[src/include/mic_pkg.sv]
// Constants and carrier types for the processor interrupt controller.
// Assumes an 8-bit special function register bus driven by the core.
package mic_pkg;

    // ==========================================================
    // Register addresses and reset values
    localparam logic [7:0] TIMER_IRQ_CONTROL_ADDR = 8'h88;
    localparam logic [7:0] IRQ_ENABLE_TWO_ADDR = 8'h9a;
    localparam logic [7:0] IRQ_ENABLE_ZERO_ADDR = 8'ha8;
    localparam logic [7:0] IRQ_PRIORITY_ZERO_ADDR = 8'ha9;
    localparam logic [7:0] IRQ_ENABLE_ONE_ADDR = 8'hb8;
    localparam logic [7:0] IRQ_PRIORITY_ONE_ADDR = 8'hb9;
    localparam logic [7:0] IRQ_REQUEST_FLAGS_ADDR = 8'hc0;
    localparam logic [7:0] EDGE_POLARITY_CONTROL_ADDR = 8'hc8;
    localparam logic [7:0] REG_RESET = 8'h00;
    localparam logic [7:0] UNMAPPED_READ = 8'h00;

    // ==========================================================
    // Field positions
    localparam int TC_IT0 = 0;
    localparam int TC_IE0 = 1;
    localparam int TC_IT1 = 2;
    localparam int TC_IE1 = 3;
    localparam int TC_TF0 = 5;
    localparam int TC_TF1 = 7;
    localparam int RF_EXT2 = 1;
    localparam int RF_EXT3 = 2;
    localparam int RF_EXT4 = 3;
    localparam int RF_EXT5 = 4;
    localparam int RF_EXT6 = 5;
    localparam int EP_EXT2 = 5;
    localparam int EP_EXT3 = 6;
    localparam int EN_GLOBAL = 7;

    // ==========================================================
    // Sources, priority groups and vectors
    localparam int NSRC = 11;
    localparam int S_EXT0 = 0;
    localparam int S_TMR0 = 1;
    localparam int S_EXT1 = 2;
    localparam int S_TMR1 = 3;
    localparam int S_SER0 = 4;
    localparam int S_EXT2 = 5;
    localparam int S_EXT3 = 6;
    localparam int S_EXT4 = 7;
    localparam int S_EXT5 = 8;
    localparam int S_EXT6 = 9;
    localparam int S_SER1 = 10;
    // Priority group per source, one bit pair per group.
    localparam logic [NSRC-1:0][2:0] SRC_GROUP = {
        3'd4, 3'd4, 3'd3, 3'd2, 3'd1, 3'd0,
        3'd4, 3'd3, 3'd1, 3'd0, 3'd0};
    localparam logic [15:0] VEC_BASE = 16'h0003;
    localparam logic [15:0] VEC_STRIDE = 16'h0008;

    // ==========================================================
    // Carriers
    typedef struct packed {
        logic [7:0] addr;
        logic [7:0] wdata;
        logic wr;
        logic rd;
    } mic_sfr_req_t;

    typedef struct packed {
        logic [3:0] pulse;
        logic eeprom;
        logic spi;
        logic xfer;
        logic sec;
        logic min;
        logic alarm;
        logic temp;
    } mic_subflag_t;

endpackage

[src/mic_controller.sv]
// Interrupt controller of the 8-bit processor core: flags, enables,
// priorities and forced long call to a vector.
// Assumes the core supplies a machine-cycle tick, an instruction-end
// strobe and the return-from-interrupt indication, all on ref_clk.
`timescale 1ns/100ps

// Behaviour
// - Eleven sources, four priority levels, each with its own flag.
// - Each source gated by its own enable bit in three enable registers.
// - Seven sources external to the core, numbered zero to six.
// - Taken interrupt vectors to fixed address; only higher priority preempts.
// - Return from interrupt ends current service level.
// - Flags set on condition regardless of enable bit.
// - Flags sampled once per machine cycle; enabled sample marks request active.
// - Active request acknowledged next instruction by forced long call.
// - No acknowledge while equal or higher priority service runs.
// - No acknowledge during return or write to enable or priority registers.
// - Lines for external interrupts 5 and 6 inverted before the core.
// - Interrupts 0 and 1 from pins, programmable polarity, auto-cleared flags.
// - Interrupt 2 merges four engine pulse flags, manually cleared.
// - Interrupt 4 fires when supply status changes, auto-cleared.
// - Interrupt 5 merges EEPROM busy fall and SPI rise, manual flags.
// - Interrupt 6 merges transfer, ticks, alarm, temperature, manual flags.
// - Alarm event when minutes and hours equal their targets.
module mic_controller
    import mic_pkg::*;
(
    // Clock and reset.
    input wire logic ref_clk,
    input wire logic sys_rst,
    // Special function register bus.
    input wire mic_sfr_req_t sfr_req,
    output logic [7:0] sfr_rdata,
    // Core sequencer.
    input wire logic mc_tick,
    input wire logic instr_end,
    input wire logic instr_return_from_irq,
    output logic long_call,
    output logic [15:0] long_call_vector,
    output logic [3:0] service_levels,
    // Internal core sources.
    input wire logic timer0_ovf,
    input wire logic timer1_ovf,
    input wire logic serial0_req,
    input wire logic serial1_req,
    // External sources.
    input wire logic pin_irq0,
    input wire logic pin_irq1,
    input wire logic [3:0] engine_pulse,
    input wire logic engine_busy,
    input wire logic [2:0] supply_status,
    input wire logic eeprom_busy,
    input wire logic serial_port_event,
    input wire logic transfer_busy,
    input wire logic second_tick,
    input wire logic minute_tick,
    input wire logic temperature_event,
    input wire logic [7:0] rtc_minutes,
    input wire logic [7:0] rtc_hours,
    input wire logic [7:0] alarm_minutes,
    input wire logic [7:0] alarm_hours,
    // Manually cleared sub-flags.
    input wire mic_subflag_t sub_flag_clr,
    output mic_subflag_t sub_flags
);

    // ==========================================================
    // Registers
    logic [7:0] timer_irq_control_q;
    logic [7:0] irq_enable_zero_q;
    logic [7:0] irq_enable_one_q;
    logic [7:0] irq_enable_two_q;
    logic [7:0] ip0_q;
    logic [7:0] ip1_q;
    logic [7:0] irq_request_flags_q;
    logic [7:0] edge_polarity_control_q;
    logic [7:0] rdata_q;
    mic_subflag_t sub_q;
    logic [NSRC-1:0] sample_q;
    logic [3:0] insvc_q;
    logic blk_q;
    logic call_q;
    logic [15:0] vec_q;
    logic [13:0] prev_q;
    logic [2:0] supply_q;
    logic alarm_q;

    // ==========================================================
    // Register bus decode
    wire wr = sfr_req.wr;
    wire w_timer_irq_control = wr && sfr_req.addr == TIMER_IRQ_CONTROL_ADDR;
    wire w_irq_enable_zero = wr && sfr_req.addr == IRQ_ENABLE_ZERO_ADDR;
    wire w_irq_enable_one = wr && sfr_req.addr == IRQ_ENABLE_ONE_ADDR;
    wire w_irq_enable_two = wr && sfr_req.addr == IRQ_ENABLE_TWO_ADDR;
    wire w_ip0 = wr && sfr_req.addr == IRQ_PRIORITY_ZERO_ADDR;
    wire w_ip1 = wr && sfr_req.addr == IRQ_PRIORITY_ONE_ADDR;
    wire w_irq_request_flags = wr && sfr_req.addr == IRQ_REQUEST_FLAGS_ADDR;
    wire w_edge_polarity_control = wr && sfr_req.addr == EDGE_POLARITY_CONTROL_ADDR;
    wire en_pri_wr = w_irq_enable_zero | w_irq_enable_one | w_irq_enable_two | w_ip0 | w_ip1;

    // ==========================================================
    // Edge detection on raw source lines
    wire alarm_match = rtc_minutes == alarm_minutes
        && rtc_hours == alarm_hours;
    wire [13:0] raw = {alarm_match, temperature_event, minute_tick,
        second_tick, transfer_busy, serial_port_event, eeprom_busy,
        engine_busy, engine_pulse, pin_irq1, pin_irq0};
    wire [13:0] rise = raw & ~prev_q;
    wire [13:0] fall = ~raw & prev_q;

    // Pin polarity: a set select bit means falling edge.
    wire pin0_ev = timer_irq_control_q[TC_IT0] ? fall[0] : rise[0];
    wire pin1_ev = timer_irq_control_q[TC_IT1] ? fall[1] : rise[1];
    // Engine pulse and busy edges follow the polarity selects. The pulse
    // lines reach the core inverted, so the cleared select that software
    // is told to use catches the rising edge of each pulse.
    wire [3:0] pulse_ev = edge_polarity_control_q[EP_EXT2] ? fall[5:2] : rise[5:2];
    wire busy_ev = edge_polarity_control_q[EP_EXT3] ? rise[6] : fall[6];
    wire supply_ev = supply_status != supply_q;

    // Condition events for the manually cleared sub-flags.
    mic_subflag_t sub_set;
    assign sub_set.pulse = pulse_ev;
    assign sub_set.eeprom = fall[7];
    assign sub_set.spi = rise[8];
    assign sub_set.xfer = fall[9];
    assign sub_set.sec = rise[10];
    assign sub_set.min = rise[11];
    assign sub_set.temp = rise[12];
    assign sub_set.alarm = rise[13];

    // The merged lines for interrupts 5 and 6 leave their sources inverted, as the core
    // treats these inputs as active-low levels; the core re-inverts.
    wire ext5_line_n = ~(sub_q.eeprom | sub_q.spi);
    wire ext6_line_n = ~(sub_q.xfer | sub_q.sec | sub_q.min
        | sub_q.alarm | sub_q.temp);
    wire ext2_line = |sub_q.pulse;

    // ==========================================================
    // Request flags, enables and levels
    wire [NSRC-1:0] flags = {serial1_req, ~ext6_line_n, ~ext5_line_n,
        irq_request_flags_q[RF_EXT4], irq_request_flags_q[RF_EXT3], ext2_line, serial0_req,
        timer_irq_control_q[TC_TF1], timer_irq_control_q[TC_IE1], timer_irq_control_q[TC_TF0],
        timer_irq_control_q[TC_IE0]};
    wire [NSRC-1:0] enables = {NSRC{irq_enable_zero_q[EN_GLOBAL]}}
        & {irq_enable_two_q[0], irq_enable_one_q[5:1], irq_enable_zero_q[4:0]};
    wire [NSRC-1:0] active = sample_q & enables;

    // Highest level wins; on a tie the lowest index wins.
    logic [2:0] win_lvl_p1;
    logic [3:0] win_idx;
    always_comb begin
        logic [2:0] lvl;
        lvl = 3'd0;
        win_lvl_p1 = 3'd0;
        win_idx = 4'd0;
        for (int i = NSRC - 1; i >= 0; i--) begin
            lvl = {1'b0, ip1_q[SRC_GROUP[i]], ip0_q[SRC_GROUP[i]]}
                + 3'd1;
            if (active[i] && lvl >= win_lvl_p1) begin
                win_lvl_p1 = lvl;
                win_idx = 4'(i);
            end
        end
    end

    // Running service level, plus one; zero when nothing runs.
    wire [2:0] cur_p1 = insvc_q[3] ? 3'd4 : insvc_q[2] ? 3'd3
        : insvc_q[1] ? 3'd2 : insvc_q[0] ? 3'd1 : 3'd0;
    wire blocked = blk_q | en_pri_wr | instr_return_from_irq;
    wire ack = instr_end && !blocked && win_lvl_p1 > cur_p1;
    wire [NSRC-1:0] ack_vec = ack ? NSRC'(1) << win_idx : '0;
    wire [3:0] lvl_bit = 4'(1) << 2'(win_lvl_p1 - 3'd1);
    wire [3:0] top_bit = 4'(1) << 2'(cur_p1 - 3'd1);
    wire return_from_irq_pop = instr_end && instr_return_from_irq && cur_p1 != 3'd0;

    // ==========================================================
    // Timer control register: pin flags auto-clear on acknowledge,
    // and an event in the clearing cycle still sets the flag.
    always_ff @(posedge ref_clk) begin
        if (sys_rst) begin
            timer_irq_control_q <= REG_RESET;
        end else begin
            timer_irq_control_q <= (w_timer_irq_control ? sfr_req.wdata : timer_irq_control_q)
                & ~{ack_vec[S_TMR1], 1'b0, ack_vec[S_TMR0], 1'b0,
                ack_vec[S_EXT1], 1'b0, ack_vec[S_EXT0], 1'b0}
                | {timer1_ovf, 1'b0, timer0_ovf, 1'b0, pin1_ev, 1'b0,
                pin0_ev, 1'b0};
        end
    end

    // Request register: bits 2 and 3 are auto-cleared flags.
    always_ff @(posedge ref_clk) begin
        if (sys_rst) begin
            irq_request_flags_q <= REG_RESET;
        end else begin
            irq_request_flags_q <= (w_irq_request_flags ? sfr_req.wdata : irq_request_flags_q)
                & ~{4'h0, ack_vec[S_EXT4], ack_vec[S_EXT3], 2'h0}
                | {4'h0, supply_ev, busy_ev, 2'h0};
        end
    end

    // Enable, priority and polarity registers.
    always_ff @(posedge ref_clk) begin
        if (sys_rst) begin
            irq_enable_zero_q <= REG_RESET;
            irq_enable_one_q <= REG_RESET;
            irq_enable_two_q <= REG_RESET;
            ip0_q <= REG_RESET;
            ip1_q <= REG_RESET;
            edge_polarity_control_q <= REG_RESET;
        end else begin
            irq_enable_zero_q <= w_irq_enable_zero ? sfr_req.wdata : irq_enable_zero_q;
            irq_enable_one_q <= w_irq_enable_one ? sfr_req.wdata : irq_enable_one_q;
            irq_enable_two_q <= w_irq_enable_two ? sfr_req.wdata : irq_enable_two_q;
            ip0_q <= w_ip0 ? sfr_req.wdata : ip0_q;
            ip1_q <= w_ip1 ? sfr_req.wdata : ip1_q;
            edge_polarity_control_q <= w_edge_polarity_control ? sfr_req.wdata : edge_polarity_control_q;
        end
    end

    // Manual sub-flags: software clears them, a new event wins.
    always_ff @(posedge ref_clk) begin
        if (sys_rst) begin
            sub_q <= '0;
        end else begin
            sub_q <= (sub_q & ~sub_flag_clr) | sub_set;
        end
    end

    // Edge history for the source lines.
    always_ff @(posedge ref_clk) begin
        if (sys_rst) begin
            prev_q <= '0;
            supply_q <= 3'h0;
        end else begin
            prev_q <= raw;
            supply_q <= supply_status;
        end
    end

    // ==========================================================
    // Sampling once per machine cycle; the acknowledged sample is
    // dropped so a stale copy cannot call the same vector twice.
    always_ff @(posedge ref_clk) begin
        if (sys_rst) begin
            sample_q <= '0;
        end else begin
            sample_q <= (mc_tick ? flags : sample_q) & ~ack_vec;
        end
    end

    // Blocking window for the instruction now executing.
    always_ff @(posedge ref_clk) begin
        if (sys_rst) begin
            blk_q <= 1'b0;
        end else begin
            blk_q <= !instr_end && (blk_q | en_pri_wr | instr_return_from_irq);
        end
    end

    // Service levels: push on acknowledge, pop the top on return.
    always_ff @(posedge ref_clk) begin
        if (sys_rst) begin
            insvc_q <= 4'h0;
        end else if (ack) begin
            insvc_q <= insvc_q | lvl_bit;
        end else if (return_from_irq_pop) begin
            insvc_q <= insvc_q & ~top_bit;
        end
    end

    // Forced long call with its vector.
    always_ff @(posedge ref_clk) begin
        if (sys_rst) begin
            call_q <= 1'b0;
            vec_q <= 16'h0000;
        end else begin
            call_q <= ack;
            if (ack) begin
                vec_q <= VEC_BASE + 16'(VEC_STRIDE * win_idx);
            end
        end
    end

    // ==========================================================
    // Read data, registered; merged lines read back live.
    wire [7:0] irq_request_flags_rd = {irq_request_flags_q[7:6], ~ext6_line_n, ~ext5_line_n,
        irq_request_flags_q[3:2], ext2_line, irq_request_flags_q[0]};
    logic [7:0] rd_mux;
    always_comb begin
        unique case (sfr_req.addr)
            TIMER_IRQ_CONTROL_ADDR: rd_mux = timer_irq_control_q;
            IRQ_ENABLE_ZERO_ADDR: rd_mux = irq_enable_zero_q;
            IRQ_ENABLE_ONE_ADDR: rd_mux = irq_enable_one_q;
            IRQ_ENABLE_TWO_ADDR: rd_mux = irq_enable_two_q;
            IRQ_PRIORITY_ZERO_ADDR: rd_mux = ip0_q;
            IRQ_PRIORITY_ONE_ADDR: rd_mux = ip1_q;
            IRQ_REQUEST_FLAGS_ADDR: rd_mux = irq_request_flags_rd;
            EDGE_POLARITY_CONTROL_ADDR: rd_mux = edge_polarity_control_q;
            default: rd_mux = UNMAPPED_READ;
        endcase
    end

    always_ff @(posedge ref_clk) begin
        if (sys_rst) begin
            rdata_q <= 8'h00;
        end else if (sfr_req.rd) begin
            rdata_q <= rd_mux;
        end
    end

    assign sfr_rdata = rdata_q;
    assign long_call = call_q;
    assign long_call_vector = vec_q;
    assign service_levels = insvc_q;
    assign sub_flags = sub_q;
endmodule // mic_controller

[config.mk]
export PLATFORM = sky130hd
export DESIGN_NAME = mic_controller
export DESIGN_NICKNAME = d
export VERILOG_FILES = /design/src/include/mic_pkg.sv /design/src/mic_controller.sv
export SDC_FILE = /design/constraint.sdc
export NUM_CORES = 1
export LEC_CHECK = 0
export BUFFER_PORTS_ARGS = -buffer_cell sky130_fd_sc_hd__buf_4
export CAP_MARGIN = 0
export CORE_ASPECT_RATIO = 1.25
export CORE_UTILIZATION = 35
export DETAILED_ROUTE_END_ITERATION = 6
export PLACE_DENSITY = 0.61
export SYNTH_ARGS = -nofsm -noshare
export SYNTH_HDL_FRONTEND = slang
export SYNTH_SLANG_ARGS = --single-unit
[constraint.sdc]
create_clock -name ref_clk -period 16 [get_ports ref_clk]
set_input_delay 0.8 -clock ref_clk [delete_from_list [all_inputs] [get_ports ref_clk]]
set_output_delay 0.8 -clock ref_clk [all_outputs]
set_load 0.05 [all_outputs]
==> results of run 1 <==
==> layout make-up <==
type,instances,share of cell area
Inverter,20,0.00880
Multi-Input combinational cell,603,0.496
Clock inverter,13,0.0211
Tap cell,265,0.0389
Sequential cell,119,0.279
Timing Repair Buffer,119,0.105
Clock buffer,18,0.0515
==> flip-flops by register name, indices dropped and copies added, names as in the netlist, 3 cells and up <==
register,flops
prev_q,14
irq_enable_zero_q,8
sfr_rdata,8
ip0_q,8
timer_irq_control_q,8
irq_request_flags_q,5
edge_polarity_control_q,8
sample_q,11
long_call_vector,5
irq_enable_two_q,8
supply_q,3
service_levels,4
sub_flags,11
ip1_q,8
irq_enable_one_q,8
==> worst max-delay path, delay by kind of cell, from the launching register on <==
family,cells,cell delay [ps]
AOI/OAI and AO/OA,30,6390
adders and majority gates,11,3040
and+or+nand+nor,16,2820
muxes,5,1630
DFF,1,430
buffers and inverters,4,280
==> kinds of logic after synthesis <==
family                   Yosys count  synth area share
AND/OR/NAND/NOR                  282             0.217
AO/OA/AOI/OAI                    170             0.173
flip-flops                       119             0.345
multiplexers                      95             0.144
buffers and inverters             72            0.0478
adder cells (fa/ha/maj)           27            0.0483
XOR/XNOR                          19            0.0241
other                              1          0.000543
==> placed cells by master, fill, tap and decap left out, drive strengths merged, types with 18 or more instances in the layout <==
master,count
nand2b,34
dfxtp,119
nor2b,30
a21oi,44
nor2,80
inv,20
nand3,23
ha,25
nor3,20
o21ai,34
mux2i,78
buf,119
nand2,36
clkbuf,18
==> power breakdown <==
part / switching (mW) / internal, mW / total [mW]
clock network: 0.134 / 0.263 / 0.397
registers: 0.00519 / 0.303 / 0.309
logic: 0.0374 / 0.0288 / 0.0662
total: 0.177 / 0.595 / 0.772
==> per-stage QoR <==
stage | worst slack, ps | instance area, µm² | util | total power, mW | hold WS (ps)
after detailed placement | 1380 | 7920 | 0.408 | 0.381 | 414
after global placement | 1660 | 7920 | 0.408 | 0.380 | 417
final | 1230 | 8530 | 0.440 | 0.772 | 428
after global routing | 55.6 | 8530 | 0.440 | 0.797 | 439
after floorplan | 2590 | 6950 | - | 0.353 | 397
after CTS | 1310 | 8530 | 0.440 | 0.778 | 429
==> layer usage <==
| layer | share of wire | global-route usage | vias up |
|---|---|---|---|
| li1 | - | - | 3016 |
| met1 | 0.43 | 0.246 | 2928 |
| met2 | 0.50 | 0.337 | 155 |
| met3 | 0.039 | 0.0296 | 37 |
| met4 | 0.031 | 0.0877 | 0 |
| met5 | 0 | 0 | - |
==> worst max path at each step <==
stage / start / to
after global routing: irq_enable_two_q[0]$_SDFFE_PP0P_ / timer_irq_control_q[1]$_SDFF_PP0_
after floorplan: irq_enable_zero_q[7]$_SDFFE_PP0P_ / timer_irq_control_q[1]$_SDFF_PP0_
after detailed placement: irq_enable_one_q[5]$_SDFFE_PP0P_ / timer_irq_control_q[1]$_SDFF_PP0_
final: irq_enable_two_q[0]$_SDFFE_PP0P_ / timer_irq_control_q[1]$_SDFF_PP0_
after global placement: sample_q[10]$_SDFF_PP0_ / timer_irq_control_q[1]$_SDFF_PP0_
after CTS: irq_enable_one_q[5]$_SDFFE_PP0P_ / timer_irq_control_q[1]$_SDFF_PP0_
==> impl_results.md, run 1 <==
- YS warnings: 0
- I/O pin count: 126
- FILL cells: 1,992
- Mapped Area: 0.00691 mm²
- Synthesis-to-finish area growth: 23.5%
- Final setup TNS: 0 ps
- Vias: 6,136
- Skew final: 8.13 ps
- Die area: 0.0203 mm²
- Hold_sp: prev_q[13]$_SDFF_PP0_
- Max Cap Viol: 0
- Total track usage: 0.198
- Num rows: 57
- Synth top cells by count: dfxtp_1 (119), nor2_1 (79), mux2i_1 (77), a21oi_1 (42), nand2_1 (36)
- Netlist cell types: 85
- Drt via density: 5.30
- Post-synth EDFFs: 0
- Aggregate routed wire length: 19,600 µm
- R2r setup slk: 1230 ps
- WHS Path Cells: 1
- Unrepaired setup endpoints after global routing: false
- Footprint of the multi-input gates: 0.00423 mm²
- CTS clk-pin slew, worst paths: 60 ps
- Synth Flop Type: dfxtp_1
- Total CTS buffers: 17
- DR WL/cell: 17.0 µm
- Ant diodes: 0
- Power density of the placed cells: 90.4 mW/mm²
- First-pass GRT wire length: 31,600 µm
- Top cell type's share of synthesized area: 0.345
- Clock buffer depth: 2
- VDD IR max: 79.7 µV
- Hold buffer count at CTS: 0
- Register area: 0.00238 mm²
- Mean post-synth cell area: 8.80 µm²
- CP Capture Type: register
- Final worst-path cycle share: 0.923
- Residual DRC count: 0
- Max FO, Critical Path: 21
- Worst skew pair latency: 410 ps
- Max stage delay on crit path: 570 ps
- Type of the most critical hold path: register to register
- Worst-margin pin slew: 1060 ps
- Hold-critical path endpoint: sub_flags[1]$_SDFF_PP0_
- Tmin final: 14,770 ps
- Grt ovf: 0
- DR iter-0 viols: 353
- Max-slew headroom: 0.293
- Status: finished, final reports clean
- Critical Path Slowest Stage Cell: o41ai_1
- Post-synth top area cell: dfxtp_1
- ANT nets after route: 0
- Die height: 159 µm
- Post-synthesis sequential area ratio: 0.345
- Initial antenna violation count: 0
- Vias in the first global route: 5,960
- Gpl congestion: 0.882
- CP Data Required Time: 16,260 ps
- Largest net degree at the start of global routing: 62
- Clock sink count: 119
- Clk Tree Root Cell: clkbuf_16
- R2r startpoint: irq_enable_two_q[0]$_SDFFE_PP0P_
- Placed insts: 1,126
- Initial Util: 0.356
- Mapped Cells: 785
- CP Class: register to register
- Top-count cell post-synth: dfxtp_1
- FFs w/ async S/R, synth: 0
- Share of cells above drive strength 1: 0.221
- #FFs+latches synth: 119
- Lkg Pwr: 3.65 nW
- Element type at the critical path start: register
- Die W: 128 µm
- Non-Filler Instances: 1,157
- Depth of the worst register-to-register path: 66
- Final-stage net count: 991
- Placed wire-length estimate: 14,700 µm
- IO buf count: 115
- Pins Over Slew Limit: 0
- CTS H-Tree Depth: 4
- CP most frequent cell: ha_1
- PostCTS Resize Cnt: 0
- Setup violations, final: 0
- CTS tree: yes
- Post-CTS setup buffer count: 0
- Final Hold Viols: 0
- Worst path arrival time: 15,020 ps
- Core footprint: 0.0194 mm²
- Peak Freq: 67.7 MHz
- Synth area leaders: dfxtp_1 (34%), mux2i_1 (11%), ha_1 (4.5%), nor2_1 (4.3%), nand2b_1 (3.1%)
- RR Endpoint: timer_irq_control_q[1]$_SDFF_PP0_
- DR pass1 iterations: 5
Note: power is estimated with default switching activity, not from simulation.
==> inputs of run 2 (changes only) <==
- PLACE_DENSITY: 0.61 -> 0.52
- clock period: 16 -> 19.1 ns (I/O delays scaled with it)
==> run 2 against run 1 <==
Critical path depth down 1; flip-flop and latch count unchanged; die area unchanged; highest routed layer unchanged; count of clock-buffer cells in the layout grew 4; clock skew hardly changed; power shrank 18%; sequential power shrank 16%; final cell count unchanged; routed wire length increased by 2.2%; largest power group unchanged.
==> impl_results.md, run 2 (synthesis gave the netlist of run 1 again) <==
- Max Cap Viol: 0
- Peak Freq: 65.6 MHz
- Die W: 128 µm
- ANT nets after route: 0
- PostCTS Resize Cnt: 0
- Skew final: 8.49 ps
- CP Data Required Time: 19,350 ps
- Final-stage net count: 990
- Element type at the critical path start: register
- Setup violations, final: 0
- Max stage delay on crit path: 730 ps
- Crit path from: irq_enable_zero_q[7]$_SDFFE_PP0P_
- Hold buffer count at CTS: 0
- DR pass1 iterations: 5
- Biggest register: prev_q
- CTS tree: yes
- Total track usage: 0.199
- Post-CTS setup buffer count: 0
- CP most frequent cell: ha_1
- Max FO, Critical Path: 21
- Clock sink count: 119
- Drt via density: 5.24
- Non-Filler Instances: 1,157
- Clk Tree Root Cell: clkbuf_16
- Grt ovf: 0
- Vias in the first global route: 5,808
- Die area: 0.0203 mm²
- Residual DRC count: 0
- I/O pin count: 126
- Power density of the placed cells: 74.3 mW/mm²
- Type of the most critical hold path: register to register
- Footprint of the multi-input gates: 0.00423 mm²
- Number of flip-flops in the largest register: 14
- Commonest non-fill, non-tap cells in the layout: dfxtp_1 (119), buf_4 (118), nor2_1 (79)
- Initial Util: 0.356
- Final setup TNS: 0 ps
- First-pass GRT wire length: 31,600 µm
- Lkg Pwr: 3.64 nW
- Crit path max-delay family: compound AO/OA/AOI/OAI gates
- DR iter-0 viols: 288
- Share of cells above drive strength 1: 0.216
- CTS H-Tree Depth: 4
- Total CTS buffers: 17
- Initial antenna violation count: 0
- DR WL/cell: 17.4 µm
- FILL cells: 2,029
- Worst-margin pin slew: 976 ps
- Num rows: 57
- Die height: 159 µm
- Vias: 6,060
- Gpl congestion: 0.841
- IO buf count: 115
- VDD IR max: 43.7 µV
- CP bufs+invs: 3
- Largest net degree at the start of global routing: 61
- Worst path arrival time: 15,500 ps
- CTS clk-pin slew, worst paths: 50 ps
- Clock buffer depth: 2
- CP Capture Type: register
- Critical Path Slowest Stage Cell: dfxtp_1
- Hold slack final: 424 ps
- Final worst-path cycle share: 0.798
- Max-slew headroom: 0.347
- Final Hold Viols: 0
- Placed wire-length estimate: 15,100 µm
- Ant diodes: 0
- Unrepaired setup endpoints after global routing: false
- Aggregate routed wire length: 20,100 µm
- Core footprint: 0.0194 mm²
- CP Class: register to register
- Status: finished, final reports clean
- Placed insts: 1,125
- Hold_sp: prev_q[13]$_SDFF_PP0_
- Commonest non-fill, non-tap cell in the layout: dfxtp_1
- Pins Over Slew Limit: 0
- Pre-CTS setup slack: 4050 ps
- Slack of the critical path: 3850 ps
- Register area: 0.00238 mm²
- R2r startpoint: irq_enable_zero_q[7]$_SDFFE_PP0P_
- Tmin final: 15,250 ps
- Worst skew pair latency: 400 ps
- Synthesis-to-finish area growth: 22.8%
run 2: changes by cell type in the layout (fill, tap and decap cells not counted), sizes merged:
| cell | delta |
|---|---|
| bufinv | -1 |
| clkbuf | +4 |
| clkinvlp | -2 |
| buf | -1 |
run 2: layer usage:
layer  track usage  wire length [µm]
met1         0.252              8890
met2         0.345             10100
met3        0.0292               679
met4        0.0668               382
met5             0                 0
run 2: path summary, 6_finish.rpt:
check                                            to  slack [ps]  cells after the start
hold reg to reg             sub_flags[1]$_SDFF_PP0_         420                      1
setup / recovery  timer_irq_control_q[1]$_SDFF_PP0_        3850                     65
hold / removal              sub_flags[1]$_SDFF_PP0_         420                      1
setup reg to reg  timer_irq_control_q[1]$_SDFF_PP0_        3850                     65
run 2: per-stage QoR:
stage / area, µm² / power (mW) / utilization
detailed placement: 7910 / 0.320 / 0.408
global placement: 7910 / 0.319 / 0.408
CTS: 8490 / 0.637 / 0.438
finish: 8490 / 0.631 / 0.438
floorplan: 6950 / 0.295 / -
global route: 8490 / 0.652 / 0.438
run 2: worst reg2reg max path, delay by kind of cell, from the launching register on:
family                     cells  cell delay, ps
buffers and inverters          3             190
adders and majority gates     12            3310
muxes                          6            2030
DFF                            1             730
and+or+nand+nor               16            2780
AOI/OAI and AO/OA             28            6110
run 2: area by class of cell:
class / count / share of cell area
multi-input combinational: 603 / 0.499
sequential: 119 / 0.281
timing repair buffer: 118 / 0.104
clock buffer: 22 / 0.0535
tap: 265 / 0.0391
clock inverter: 10 / 0.0150
inverter: 20 / 0.00884
run 2: where the power goes:
group / switching, mW / internal, mW
clock: 0.109 / 0.207
combinational: 0.0312 / 0.0241
sequential: 0.00450 / 0.254
==> inputs of run 3 (changes only) <==
- clock period: 19.1 -> 14.8 ns (I/O delays scaled with it)
==> run 3 against run 2 <==
Count of clock-buffer cells in the layout fell by 2; final cell count rose by 1.6%; clock power increased by 28%; fmax grew 7.2%.
==> impl_results.md, run 3 (synthesis gave the netlist of run 1 again) <==
- Status: finished, final reports clean
- Die W: 128 µm
- Initial antenna violation count: 0
- Vias: 6,078
- Placed wire-length estimate: 15,200 µm
- CP most frequent cell: ha_1
- Biggest register: prev_q
- Commonest non-fill, non-tap cells in the layout: buf_4 (136), dfxtp_1 (117), nor2_1 (78)
- Total power: 0.810 mW
- Total track usage: 0.203
- Type of the most critical hold path: register to register
- Worst path arrival time: 14,580 ps
- Commonest non-fill, non-tap cell in the layout: buf_4
- Setup violations, final: 0
- Max FO, Critical Path: 8
- Hold buffer count at CTS: 0
- VDD IR max: 71.3 µV
- Core footprint: 0.0194 mm²
- Synthesis-to-finish area growth: 27.5%
- Die area: 0.0203 mm²
- Max Cap Viol: 0
- DR WL/cell: 17.6 µm
- Drt via density: 5.17
- Final worst-path cycle share: 0.962
- Gpl congestion: 0.835
- Power density of the placed cells: 91.9 mW/mm²
- IO buf count: 115
- Max-slew headroom: 0.344
- Grt ovf: 0
- CTS clk-pin slew, worst paths: 60 ps
- Clock buffer depth: 2
- CTS H-Tree Depth: 4
- Final core utilization: 0.454
- Crit path max-delay family: compound AO/OA/AOI/OAI gates
- CP Capture Type: register
- Total CTS buffers: 17
- Final Cell Area: 0.00881 mm²
- Worst-margin pin slew: 980 ps
- DR pass1 iterations: 5
- Pins Over Slew Limit: 0
- I/O pin count: 126
- Element type at the critical path start: register
- Peak Freq: 70.3 MHz
- Clk Tree Root Cell: clkbuf_16
- Final Hold Viols: 0
- Final-stage net count: 1,010
- Die height: 159 µm
- Num rows: 57
- Clock sink count: 119
- Skew final: 8.32 ps
- CTS tree: yes
- Pre-CTS setup slack: -46.6 ps
- CP Class: register to register
- Vias in the first global route: 5,858
- Depth of the worst register-to-register path: 65
- Residual DRC count: 0
- First-pass GRT wire length: 31,900 µm
- Worst skew pair latency: 410 ps
- Stages on worst setup path: 65
- ANT nets after route: 0
- Ant diodes: 0
- Tmin final: 14,230 ps
- Largest net degree at the start of global routing: 88
- Max stage delay on crit path: 510 ps
- Aggregate routed wire length: 20,700 µm
- Lkg Pwr: 3.73 nW
- Share of cells above drive strength 1: 0.263
- Initial Util: 0.356
- Critical Path Slowest Stage Cell: or4b_1
- Number of flip-flops in the largest register: 14
- Slack of the critical path: 569 ps
- Dpl cell area: 0.00793 mm²
- DR iter-0 viols: 256
- CP Data Required Time: 15,140 ps
- CP bufs+invs: 2
- WHS Path Cells: 1
[run 3: final timing paths]
check	startpoint	endpoint	slack, ps
worst max-delay path	irq_enable_two_q[0]$_SDFFE_PP0P_	service_levels[2]$_SDFFE_PP0P_	570
worst min-delay path	prev_q[13]$_SDFF_PP0_	sub_flags[1]$_SDFF_PP0_	430
worst max register to register	irq_enable_two_q[0]$_SDFFE_PP0P_	service_levels[2]$_SDFFE_PP0P_	570
worst min register to register	prev_q[13]$_SDFF_PP0_	sub_flags[1]$_SDFF_PP0_	430
[run 3: worst register-to-register path, delay by kind of cell, from the launching register on]
kind	cells	cell delay (ps)
fa+ha+maj	11	2950
flops	1	350
buf+inv	2	150
compound gates	29	5990
simple gates	18	3210
mux	5	1520
[run 3: area by class of cell]
cell class / instances / area (µm²)
well taps: 265 / 332
multi-input cells: 605 / 4420
repair buffers: 136 / 1020
fillers: 1987 / 10600
clock buffers: 20 / 457
inverters: 20 / 75.1
clock inverters: 11 / 126
flip-flops and latches: 119 / 2380
[run 3: per-stage QoR]
stage / hold slack [ps] / TNS, ps / std cells
2_1_floorplan: 397 / 0 / 794
3_3_place_gp: 418 / -27.9 / 1128
3_5_place_dp: 422 / -76.9 / 1128
4_1_cts: 435 / -181 / 1159
5_1_grt: 463 / -4470 / 1176
6_report: 427 / 0 / 1176
[run 3: power by group]
| group | internal, mW | switching [mW] |
|---|---|---|
| clock | 0.256 | 0.148 |
| sequential | 0.328 | 0.00545 |
| combinational | 0.0320 | 0.0410 |
[run 3: metal layers]
metal	global-route usage	part of all wire	up-vias
met3	0.0306	0.032	22
met2	0.349	0.51	120
met1	0.257	0.44	2885
li1	-	-	3051
met5	0	0	-
met4	0.0727	0.020	0
[run 3: repair_timing]
action / in CTS / in global routing
pin swaps: 0 / 10
hold endpoints to repair: 0 / 0
gates resized for setup: 0 / 34
setup buffers: 0 / 15
setup endpoints to repair: 2 / 27
cloned: 0 / 2
